--- config.mk ---
export PLATFORM = sky130hd
export DESIGN_NAME = rx_energy_detection
export DESIGN_NICKNAME = d
export VERILOG_FILES = /design/src/hdl/energy_det_pkg.sv /design/src/hdl/rx_energy_detection.sv
export VERILOG_INCLUDE_DIRS = /design/src /design/src/hdl
export SDC_FILE = /design/constraint.sdc
export NUM_CORES = 1
export LEC_CHECK = 0
export BUFFER_PORTS_ARGS = -buffer_cell sky130_fd_sc_hd__buf_2
export CAP_MARGIN = 20
export CORE_ASPECT_RATIO = 2
export CORE_UTILIZATION = 53
export CTS_CLUSTER_DIAMETER = 40
export CTS_CLUSTER_SIZE = 30
export DETAILED_ROUTE_END_ITERATION = 10
export PLACE_DENSITY_LB_ADDON = 0.15
export SLEW_MARGIN = 0
export SYNTH_ARGS = -nofsm -noshare
export SYNTH_HDL_FRONTEND = slang
export SYNTH_SLANG_ARGS = --single-unit
--- constraint.sdc ---
create_clock -name core_clk -period 5.9 [get_ports core_clk]
set_input_delay 0.885 -clock core_clk [delete_from_list [all_inputs] [get_ports core_clk]]
set_output_delay 0.885 -clock core_clk [all_outputs]
set_load 0.005 [all_outputs]
--- src/hdl/energy_det_consts.svh ---
// Constants for the receive energy detection block
`ifndef ENERGY_DET_CONSTS_SVH
`define ENERGY_DET_CONSTS_SVH
`define ED_MODE_AUTO     2'h0
`define ED_MODE_SINGLE   2'h1
`define ED_MODE_CONT     2'h2
`define ED_MODE_OFF      2'h3
`define ED_INVALID       8'h7f
`define ED_CLK_MHZ       125
`define ED_SETTLE_NS     8000
`define ED_TB0_US        2
`define ED_TB1_US        8
`define ED_TB2_US        32
`define ED_TB3_US        128
`endif

--- src/hdl/energy_det_pkg.sv ---
// Types for the receive energy detection block
package energy_det_pkg;
    typedef enum logic [1:0] {
        ST_IDLE,
        ST_AVG,
        ST_DONE
    } meas_state_t;
endpackage

--- src/hdl/rx_energy_detection.sv ---
// Receive power reading and energy averaging logic
`timescale 1ns/1ps
`include "energy_det_consts.svh"

module rx_energy_detection #(
    parameter int SETTLE_CYC = (`ED_SETTLE_NS * `ED_CLK_MHZ) / 1000,
    parameter int TB_US_CYC  = `ED_CLK_MHZ
) (
    // Clock and reset
    input  wire logic        core_clk,
    input  wire logic        resetn,
    // Receiver status and gain loop
    input  wire logic        rx_state,
    input  wire logic [3:0]  rx_sample_rate_sel,
    input  wire logic [15:0] gain_update_cycles,
    input  wire logic        power_sample_valid,
    input  wire logic [7:0]  power_sample,
    // Baseband
    input  wire logic        baseband_enable_bit,
    input  wire logic        bb_gain_hold,
    input  wire logic        bb_frame_cancel,
    input  wire logic        frame_rx_start_irq,
    // Software controls
    input  wire logic        gain_hold_control,
    input  wire logic        mode_wr,
    input  wire logic [1:0]  mode_wdata,
    input  wire logic [7:0]  energy_window_config,
    // Results
    output logic      [7:0]  rx_power_reading,
    output logic      [1:0]  energy_mode_field,
    output logic      [7:0]  energy_result,
    output logic             energy_done_irq,
    output logic             meas_busy
);
    // ********************************************************
    // Reset release and input synchronisers
    // ********************************************************
    logic rst_s1_r, rst_n;
    always_ff @(posedge core_clk or negedge resetn) begin
        if (!resetn) begin
            rst_s1_r <= 1'b0;
            rst_n    <= 1'b0;
        end else begin
            rst_s1_r <= 1'b1;
            rst_n    <= rst_s1_r;
        end
    end

    logic [1:0] rx_sy_r, hold_sy_r;
    always_ff @(posedge core_clk or negedge rst_n) begin
        if (!rst_n) begin
            rx_sy_r   <= 2'h0;
            hold_sy_r <= 2'h0;
        end else begin
            rx_sy_r   <= {rx_sy_r[0], rx_state};
            hold_sy_r <= {hold_sy_r[0], gain_hold_control};
        end
    end
    wire rx_on   = rx_sy_r[1];
    wire sw_hold = hold_sy_r[1];

    // ********************************************************
    // Power reading validity
    // ********************************************************
    logic [31:0] settle_cnt_r;
    logic        rssi_ok_r;
    wire  [31:0] settle_need = SETTLE_CYC * rx_sample_rate_sel
                               + {16'h0, gain_update_cycles};
    always_ff @(posedge core_clk or negedge rst_n) begin
        if (!rst_n) begin
            settle_cnt_r <= 32'h0;
            rssi_ok_r    <= 1'b0;
        end else if (!rx_on) begin
            settle_cnt_r <= 32'h0;
            rssi_ok_r    <= 1'b0;
        end else if (settle_cnt_r >= settle_need) begin
            rssi_ok_r <= 1'b1;
        end else begin
            settle_cnt_r <= settle_cnt_r + 32'h1;
        end
    end
    wire sample_ok = rssi_ok_r && power_sample_valid;

    // reading follows estimates regardless of gain hold
    always_ff @(posedge core_clk or negedge rst_n) begin
        if (!rst_n)
            rx_power_reading <= `ED_INVALID;
        else if (!rssi_ok_r)
            rx_power_reading <= `ED_INVALID;
        else if (power_sample_valid)
            rx_power_reading <= power_sample;
    end

    // ********************************************************
    // Window timing
    // ********************************************************
    wire [5:0]  window_factor    = energy_window_config[7:2];
    wire [1:0]  window_time_base = energy_window_config[1:0];
    wire [7:0]  base_us = (window_time_base == 2'h0) ? 8'(`ED_TB0_US) :
                          (window_time_base == 2'h1) ? 8'(`ED_TB1_US) :
                          (window_time_base == 2'h2) ? 8'(`ED_TB2_US) :
                                                       8'(`ED_TB3_US);
    wire [13:0] window_us = 14'(window_factor) * 14'(base_us);

    logic [7:0]  us_div_r;
    logic [13:0] us_cnt_r;
    wire         us_tick = (us_div_r == 8'(TB_US_CYC - 1));

    // ********************************************************
    // Measurement control
    // ********************************************************
    energy_det_pkg::meas_state_t st_r, st_nxt;
    logic        auto_run_r;
    logic        hold_d_r;
    logic        cont_again_r;
    logic signed [21:0] acc_r;
    logic [13:0] n_r;

    wire hold_any  = (baseband_enable_bit && bb_gain_hold) || sw_hold;
    wire hold_rise = hold_any && !hold_d_r;
    wire can_run   = rx_on && energy_mode_field != `ED_MODE_OFF;
    wire auto_go   = can_run && energy_mode_field == `ED_MODE_AUTO
                     && hold_rise;
    wire man_go    = rx_on && mode_wr && (mode_wdata == `ED_MODE_SINGLE
                     || mode_wdata == `ED_MODE_CONT);
    // automatic run aborts on cancel, hold release or receive left; manual run on receive left or an automatic mode write
    wire auto_abort = auto_run_r && (bb_frame_cancel || !rx_on
                      || !hold_any);
    wire man_abort  = !auto_run_r && (!rx_on || (mode_wr
                      && mode_wdata == `ED_MODE_AUTO));
    wire win_end   = st_r == energy_det_pkg::ST_AVG && us_tick
                     && (us_cnt_r + 14'h1 >= window_us);

    always_comb begin
        st_nxt = st_r;
        unique case (st_r)
            energy_det_pkg::ST_IDLE:
                if (auto_go || man_go)
                    st_nxt = energy_det_pkg::ST_AVG;
            energy_det_pkg::ST_AVG:
                if (auto_abort || man_abort)
                    st_nxt = energy_det_pkg::ST_IDLE;
                else if (win_end)
                    st_nxt = energy_det_pkg::ST_DONE;
            energy_det_pkg::ST_DONE:
                if (cont_again_r && rx_on && !mode_wr
                    && energy_mode_field == `ED_MODE_CONT)
                    st_nxt = energy_det_pkg::ST_AVG;
                else
                    st_nxt = energy_det_pkg::ST_IDLE;
        endcase
    end

    // window restarts each period from config
    always_ff @(posedge core_clk or negedge rst_n) begin
        if (!rst_n) begin
            us_div_r <= 8'h0;
            us_cnt_r <= 14'h0;
        end else if (st_r != energy_det_pkg::ST_AVG) begin
            us_div_r <= 8'h0;
            us_cnt_r <= 14'h0;
        end else if (us_tick) begin
            us_div_r <= 8'h0;
            us_cnt_r <= us_cnt_r + 14'h1;
        end else begin
            us_div_r <= us_div_r + 8'h1;
        end
    end

    always_ff @(posedge core_clk or negedge rst_n) begin
        if (!rst_n) begin
            acc_r <= 22'sh0;
            n_r   <= 14'h0;
        end else if (st_r != energy_det_pkg::ST_AVG) begin
            acc_r <= 22'sh0;
            n_r   <= 14'h0;
        end else if (sample_ok) begin
            acc_r <= acc_r + 22'(signed'(power_sample));
            n_r   <= n_r + 14'h1;
        end
    end

    // rounded mean (half added toward the sign)
    wire signed [22:0] half  = 23'(signed'({1'b0, n_r[13:1]}));
    wire signed [22:0] acc_x = 23'(acc_r);
    wire signed [22:0] rnd   = acc_r[21] ? acc_x - half : acc_x + half;
    wire signed [22:0] mean  = rnd / signed'({9'h0, n_r});
    // mean of in-range inputs stays in -127..4
    wire [7:0] mean8 = (n_r == 14'h0) ? `ED_INVALID : mean[7:0];

    // Completion as seen in the cycle the window closes
    wire done_now = st_r == energy_det_pkg::ST_AVG && st_nxt
                    == energy_det_pkg::ST_DONE;

    always_ff @(posedge core_clk or negedge rst_n) begin
        if (!rst_n) begin
            st_r       <= energy_det_pkg::ST_IDLE;
            auto_run_r <= 1'b0;
            hold_d_r   <= 1'b0;
            meas_busy  <= 1'b0;
        end else begin
            st_r     <= st_nxt;
            hold_d_r <= hold_any;
            meas_busy <= st_nxt == energy_det_pkg::ST_AVG;
            // Kept after the run so a frame start can clear its result
            if (st_r == energy_det_pkg::ST_IDLE && (auto_go || man_go))
                auto_run_r <= auto_go && !man_go;
        end
    end

    // ********************************************************
    // Mode field, result and done pulse
    // ********************************************************
    // automatic after reset
    // continuous left by receive exit returns to automatic
    always_ff @(posedge core_clk or negedge rst_n) begin
        if (!rst_n)
            energy_mode_field <= `ED_MODE_AUTO;
        else if (mode_wr)
            energy_mode_field <= mode_wdata;
        else if (done_now && energy_mode_field == `ED_MODE_SINGLE)
            energy_mode_field <= `ED_MODE_AUTO;
        else if (!rx_on && energy_mode_field == `ED_MODE_CONT)
            energy_mode_field <= `ED_MODE_AUTO;
    end

    // auto result held until frame start, 127 on abort
    // manual result held until the next completion or a later auto run's abort or frame start
    always_ff @(posedge core_clk or negedge rst_n) begin
        if (!rst_n)
            energy_result <= `ED_INVALID;
        else if (done_now)
            energy_result <= mean8;
        else if (st_r == energy_det_pkg::ST_AVG && auto_abort)
            energy_result <= `ED_INVALID;
        else if (frame_rx_start_irq && auto_run_r)
            energy_result <= `ED_INVALID;
    end

    always_ff @(posedge core_clk or negedge rst_n) begin
        if (!rst_n) begin
            energy_done_irq <= 1'b0;
            cont_again_r    <= 1'b0;
        end else begin
            energy_done_irq <= done_now && !auto_run_r;
            cont_again_r    <= done_now && !auto_run_r && rx_on
                               && energy_mode_field == `ED_MODE_CONT;
        end
    end

    // ********************************************************
    // Checks
    // ********************************************************
    no_auto_irq_a: assert property (
        @(posedge core_clk) disable iff (!rst_n)
        (done_now && auto_run_r) |=> !energy_done_irq)
        else $error("automatic completion pulsed done");
    idle_outside_rx_a: assert property (
        @(posedge core_clk) disable iff (!rst_n)
        !rx_on |=> st_r != energy_det_pkg::ST_AVG)
        else $error("measurement running outside receive");
    invalid_reading_a: assert property (
        @(posedge core_clk) disable iff (!rst_n)
        !rssi_ok_r |=> rx_power_reading == `ED_INVALID)
        else $error("reading not invalid before settle");
    single_back_a: assert property (
        @(posedge core_clk) disable iff (!rst_n)
        (done_now && !mode_wr && energy_mode_field == `ED_MODE_SINGLE)
        |=> energy_mode_field == `ED_MODE_AUTO && energy_done_irq)
        else $error("single did not return to automatic");
    auto_abort_a: assert property (
        @(posedge core_clk) disable iff (!rst_n)
        (st_r == energy_det_pkg::ST_AVG && auto_abort)
        |=> energy_result == `ED_INVALID)
        else $error("aborted automatic run kept a result");
    off_blocks_a: assert property (
        @(posedge core_clk) disable iff (!rst_n)
        (st_r == energy_det_pkg::ST_IDLE && !mode_wr
         && energy_mode_field == `ED_MODE_OFF)
        |=> st_r == energy_det_pkg::ST_IDLE)
        else $error("measurement started while disabled");
    manual_done_a: assert property (
        @(posedge core_clk) disable iff (!rst_n)
        (done_now && !auto_run_r)
        |=> energy_done_irq && energy_result == $past(mean8))
        else $error("manual completion lost pulse or result");
endmodule

==> results.sh, run 1 <==
export IMPL_cts_hold_buf=0
export IMPL_fill_cells=2539
export IMPL_netlist_area_leader_share_pct=19.5
export IMPL_grt_use_total_pct=49.0
export IMPL_rr_endpoint="energy_result[6]$_DFFE_PN1P_"
export IMPL_vias=31600
export IMPL_synth_ff_type="dfrtp_1"
export IMPL_syn_inst=3110
export IMPL_grt_max_degree=82
export IMPL_clk_transition_reported_paths_ns=0.06
export IMPL_fmax_ghz=0.0188
export IMPL_grt_remaining_overflow=0
export IMPL_synth_most_common_cell="ha_1"
export IMPL_hp_class="input pin to async pin"
export IMPL_violations="negative setup slack"
export IMPL_start_kind="register"
export IMPL_grt_pass1_vias=32600
export IMPL_die_h_um=300
export IMPL_cpMostUsedCell="o21a_1"
export IMPL_avgViaCountPerCell=6.34
export IMPL_worst_pin_slew_ns=1.08
export IMPL_max_cap_violations=0
export IMPL_num_rows=108
export IMPL_cts_tree="built"
export IMPL_dp_cells=4657
export IMPL_r2r_cells=291
export IMPL_antenna_left=0
export IMPL_coreArea_sq_mm=0.0436
export IMPL_cp_slowest_cell="or4_4"
export IMPL_clk_latency_ns=0.45
export IMPL_fin_crit_ns=53.33
export IMPL_crit_family="compound AO/OA/AOI/OAI gates"
export IMPL_grt_pass1_wl_um=169000
export IMPL_syn_nets=3540
export IMPL_area_growth_pct=57.2
export IMPL_async_flop_share_pct=100
export IMPL_cts_root_buf="clkbuf_16"
export IMPL_yosysWarningCount=0
export IMPL_instances_no_fill=4980
export IMPL_cp_end_kind="register"
export IMPL_dp_hpwl_um=75200
export IMPL_ys_top_cells_by_area="ha_1, dfrtp_1, xnor2_1, nand2_1, a21oi_1"
export IMPL_hold_violations=0
export IMPL_drt_iter0_drc=2486
export IMPL_synth_seq_cells=122
export IMPL_crit_fanout=8
export IMPL_path_buf_inv=49
export IMPL_reg2reg_from="n_r[2]$_DFFE_PN0P_"
export IMPL_relSlewSlack_pct=28.2
export IMPL_rsz0062_at_grt="true"
export IMPL_setup_violations=8
export IMPL_synth_cell_area_sq_mm=0.0235
export IMPL_clockBufferDepth=2
export IMPL_routed_wl_um=115000
export IMPL_maxSlewViolCount=0
export IMPL_worstPathArrival_ns=53.70
export IMPL_die_area_sq_mm=0.0453
export IMPL_path_class="register to register"
export IMPL_outcome="finished, violations left"
export IMPL_nNetsFinal=4830
export IMPL_syn_avg_cell_area_sq_um=7.57
export IMPL_synth_distinct_cells=101
export IMPL_setup_slack_ns=-47.43
export IMPL_grt_antenna_before_repair=24
export IMPL_avgRoutedWirePerCell_um=23.0
export IMPL_start_util_pct=53.9
export IMPL_synth_commonest_cells="ha_1, nand2_1, nor2_1, a21oi_1, o21ai_0"
export IMPL_rrSetupSlack_ns=-47.43
export IMPL_period_share_pct=904
export IMPL_final_layout_size_suffix_gt1_share_pct=41.9
export IMPL_finalClockSkew_ns=0.00730
export IMPL_cp_slowest_stage_delay_ns=0.56
export IMPL_drc=0
export IMPL_port_buffers=67
export IMPL_htree_num_levels=4
export IMPL_dr_pass1_iters=10
export IMPL_yosysSeqAreaShare_pct=13.0
export IMPL_cp_required_ns=6.27
export IMPL_place_congestion=1.08
export IMPL_cts_sinks=122
export IMPL_ioPinCount=68
export IMPL_synth_edf_count=0
export IMPL_yosysTopAreaCell="ha_1"
export IMPL_cts_buffers=17
export IMPL_die_w_um=151
## routing by layer
metal | routed length (um) | track usage (%) | vias to the layer above | share of wire, %
met2 | 53500 | 81.5 | 1869 | 47
li1 | - | - | 14000 | -
met3 | 12100 | 21.8 | 1010 | 11
met1 | 34700 | 42.3 | 14700 | 30
met4 | 14100 | 47.7 | 16 | 12
met5 | 239 | 2.22 | - | 0.21
## timing repair
item | in CTS | in global routing
buffers inserted | 211 | 68
endpoints found under the setup margin | 9 | 22
gates cloned | 2 | 0
pin swaps | 236 | 162
resized for setup | 189 | 142
## cell usage in the layout, fill, tap and decap left out, types with 17 or more instances in the layout
cell type  count
ha_4          41
nor2_1       235
o21ai_2       18
nor3_1       113
o21ai_0      122
o21bai_1      30
o211ai_1      34
xnor2_1      152
buf_4       1260
and3_1        32
or2_2         25
o21a_1       109
and2_1        91
nor2_4        19
nor4_1        21
diode_2       17
clkbuf_16     17
a21oi_1      155
nor2b_1       31
mux2i_1       22
nand3_1       69
a31oi_1       22
inv_1        129
a21o_1        56
nand2b_1      46
o31ai_1       45
ha_1         320
buf_6         20
nand2_1      293
nand4_1       40
dfrtp_1      105
or3_1         35
o21ai_1       26
buf_2         67
xor2_1        71
a21oi_2       60
mux2_2        43
## worst reg2reg max path: cells and delay by family (launching register included)
family | cells | cell delay (ns)
AO/OA/AOI/OAI | 144 | 26.89
buffers and inverters | 49 | 6.65
XOR/XNOR | 3 | 0.49
AND/OR/NAND/NOR | 67 | 11.19
flip-flops | 1 | 0.42
multiplexers | 4 | 1.17
adder cells (fa/ha/maj) | 24 | 6.41
## flip-flops by register name, summed over array words and instances, names as in the netlist, 8 cells and up
register,cells
settle_cnt_r,32
n_r,14
rx_power_reading,8
energy_result,8
us_div_r,8
us_cnt_r,14
acc_r,22
## cells by family after synthesis
kind of cell	count (synthesis)	share of synthesized area, %
AND/OR/NAND/NOR	1195	25.2
AO/OA/AOI/OAI	881	24.9
adder cells (fa/ha/maj)	382	20.8
XOR/XNOR	225	8.37
buffers and inverters	221	3.66
flip-flops	122	13.0
multiplexers	83	3.94
other	1	0.0159
## worst max-delay path by stage
stage	startpoint	to	slack [ns]	cells after the start
floorplan	n_r[2]$_DFFE_PN0P_	energy_result[6]$_DFFE_PN1P_	-45.93	291
global placement	n_r[10]$_DFFE_PN0P_	energy_result[6]$_DFFE_PN1P_	-45.61	286
detailed placement	n_r[10]$_DFFE_PN0P_	energy_result[6]$_DFFE_PN1P_	-46.86	287
CTS	n_r[1]$_DFFE_PN0P_	energy_result[6]$_DFFE_PN1P_	-44.79	283
global route	acc_r[21]$_DFFE_PN0P_	energy_result[6]$_DFFE_PN1P_	-49.53	283
finish	n_r[2]$_DFFE_PN0P_	energy_result[6]$_DFFE_PN1P_	-47.43	291
## cell type report
cell class	instances	area, sq um	share of cell area (%)
Multi-Input combinational cell	2767	21900	59.2
Sequential cell	122	3080	8.31
Tap cell	550	688	1.86
Clock inverter	15	154	0.416
Inverter	138	529	1.43
Timing Repair Buffer	1354	10200	27.5
Antenna cell	17	42.5	0.115
Clock buffer	17	425	1.15
## per-stage QoR
step / setup WS (ns) / setup TNS, ns / hold WS [ns] / instance area [sq um] / util (%)
2_1_floorplan: -45.93 / -364.26 / 0.331 / 24500 / -
3_3_place_gp: -45.61 / -363.74 / 0.314 / 32700 / 74.8
3_5_place_dp: -46.86 / -376.97 / 0.318 / 32700 / 74.8
4_1_cts: -44.79 / -356.08 / 0.210 / 35800 / 81.9
5_1_grt: -49.53 / -394.55 / 0.209 / 37000 / 84.8
6_report: -47.43 / -376.94 / 0.211 / 37000 / 84.8
Power of run 1 is left out: the tool's default activity adds up to more than one toggle a clock period on the data nets, which glitch-free logic cannot reach.
==> run 2, diff against run 1 <==
--- a/config.mk
+++ b/config.mk
@@ -9,7 +9,7 @@
 export BUFFER_PORTS_ARGS = -buffer_cell sky130_fd_sc_hd__buf_2
 export CAP_MARGIN = 20
 export CORE_ASPECT_RATIO = 2
-export CORE_UTILIZATION = 53
+export CORE_UTILIZATION = 45
 export CTS_CLUSTER_DIAMETER = 40
 export CTS_CLUSTER_SIZE = 30
 export DETAILED_ROUTE_END_ITERATION = 10
==> run 2 against run 1 <==
The flow still finishes with violations (negative setup slack). Worst setup slack gained 0.70 ns. Sequential cell count unchanged. Utilization fell by 12 points. Die area increased by 18%. Critical path type unchanged. Highest routed layer unchanged.
==> results.sh, run 2 (synthesis results as in run 1) <==
export IMPL_outcome="finished, violations left"
export IMPL_violations="negative setup slack"
export IMPL_die_w_um=164
export IMPL_area_growth_pct=59.6
export IMPL_final_common_cell="buf_4"
export IMPL_grt_pass1_vias=32100
export IMPL_grt_use_total_pct=39.2
export IMPL_place_congestion=1.01
export IMPL_clk_latency_ns=0.50
export IMPL_crit_family="compound AO/OA/AOI/OAI gates"
export IMPL_clk_transition_reported_paths_ns=0.06
export IMPL_dp_hpwl_um=76100
export IMPL_final_cell_mix="buf_4, ha_1, nand2_1, nor2_1, a21oi_1"
export IMPL_antenna_left=0
export IMPL_cp_slowest_stage_delay_ns=0.55
export IMPL_num_rows=118
export IMPL_fill_cells=3995
export IMPL_nNetsFinal=4873
export IMPL_vias=30500
export IMPL_clockBufferDepth=3
export IMPL_busiest_layer="met2"
export IMPL_largest_reg_flops=32
export IMPL_cp_required_ns=6.30
export IMPL_coreArea_sq_mm=0.0517
export IMPL_hp_class="input pin to async pin"
export IMPL_path_class="register to register"
export IMPL_cpMostUsedCell="o21a_1"
export IMPL_worst_pin_slew_ns=0.992
export IMPL_period_share_pct=892
export IMPL_port_buffers=67
export IMPL_cp_slowest_cell="or4_4"
export IMPL_fmax_ghz=0.0190
export IMPL_worstPathArrival_ns=53.03
export IMPL_grt_remaining_overflow=0
export IMPL_routed_wl_um=106000
export IMPL_maxSlewViolCount=0
export IMPL_avgRoutedWirePerCell_um=20.8
export IMPL_regMostFlops="settle_cnt_r"
export IMPL_grt_max_degree=68
export IMPL_use_met2_pct=71.6
export IMPL_met3_usage_pct=8.26
export IMPL_dr_pass1_iters=7
export IMPL_drc=0
export IMPL_path_buf_inv=52
export IMPL_setup_violations=8
export IMPL_hold_ws_ns=0.162
export IMPL_rsz0062_at_grt="true"
export IMPL_cts_sinks=122
export IMPL_finalClockSkew_ns=0.0227
export IMPL_avgViaCountPerCell=5.96
export IMPL_fin_crit_ns=52.63
export IMPL_ioPinCount=68
export IMPL_met1_usage_pct=34.4
export IMPL_reg_largest_list="settle_cnt_r (32), acc_r (22)"
export IMPL_setup_slack_ns=-46.73
export IMPL_drt_iter0_drc=1724
export IMPL_cts_root_buf="clkbuf_16"
export IMPL_crit_fanout=7
export IMPL_cts_tree="built"
export IMPL_max_cap_violations=0
export IMPL_die_area_sq_mm=0.0533
export IMPL_hold_violations=0
export IMPL_relSlewSlack_pct=33.6
export IMPL_cts_buffers=25
export IMPL_start_util_pct=45.6
export IMPL_htree_num_levels=4
export IMPL_grt_antenna_before_repair=5
export IMPL_grt_pass1_wl_um=162000
export IMPL_cp_end_kind="register"
export IMPL_start_kind="register"
export IMPL_die_h_um=325
export IMPL_final_layout_size_suffix_gt1_share_pct=42.6
run 2: changes by cell type in the layout (fill, tap and decap cells not counted), sizes merged:
cell,previous run,this run
diode,17,1
clkinvlp,5,4
a31o,6,8
buf,1354,1387
clkbuf,17,29
inv,144,134
run 2: per-layer routing:
metal / vias to the layer above / wire length, um / part of all wire [%]
li1: 14100 / - / -
met1: 14400 / 34300 / 32
met2: 1233 / 53700 / 50
met3: 729 / 6360 / 6.0
met4: 8 / 12100 / 11
met5: - / 49 / 0.046
run 2: final timing paths:
| path | startpoint | end | slack (ns) | cells past startpoint |
|---|---|---|---|---|
| min reg2reg | rx_sy_r[0]$_DFF_PN0_ | rx_sy_r[1]$_DFF_PN0_ | 0.34 | 0 |
| max reg2reg | n_r[2]$_DFFE_PN0P_ | energy_result[0]$_DFFE_PN1P_ | -46.73 | 290 |
| min | resetn | rst_n$_DFF_PN0_ | 0.16 | 1 |
| max | n_r[2]$_DFFE_PN0P_ | energy_result[0]$_DFFE_PN1P_ | -46.73 | 290 |
| max in group asynchronous | rst_n$_DFF_PN0_ | n_r[2]$_DFFE_PN0P_ | 4.16 | 1 |
| min in group core_clk | rx_sy_r[0]$_DFF_PN0_ | rx_sy_r[1]$_DFF_PN0_ | 0.34 | 0 |
run 2: timing repair:
| action | 4_1_cts | 5_1_grt |
|---|---|---|
| hold buffers | 0 | 0 |
| gates resized for setup | 206 | 133 |
| cloned | 3 | 0 |
| buffers inserted | 218 | 65 |
| setup endpoints to repair | 8 | 16 |
| pin swaps | 193 | 111 |
run 2: cell type report:
type                    count  area (sq um)  share of cell area [%]
multi-input cells        2769         22100                    58.7
diodes                      1          2.50                 0.00666
clock inverters             4          45.0                   0.120
inverters                 138           533                    1.42
well taps                 660           826                    2.20
flip-flops and latches    122          3080                    8.19
clock buffers              29           671                    1.78
repair buffers           1387         10400                    27.6
run 2: through the flow:
stage          setup TNS (ns)  worst slack (ns)  utilization (%)  area, sq um  std cells
2_1_floorplan         -364.26            -45.93                -        24500       3110
3_3_place_gp          -368.12            -46.23             63.8        33000       4792
3_5_place_dp          -380.61            -47.54             63.8        33000       4792
4_1_cts               -356.41            -44.85             70.4        36400       5045
5_1_grt               -386.84            -48.59             72.7        37600       5109
6_report              -372.06            -46.73             72.7        37600       5110
Power of run 2 is left out for the same reason.
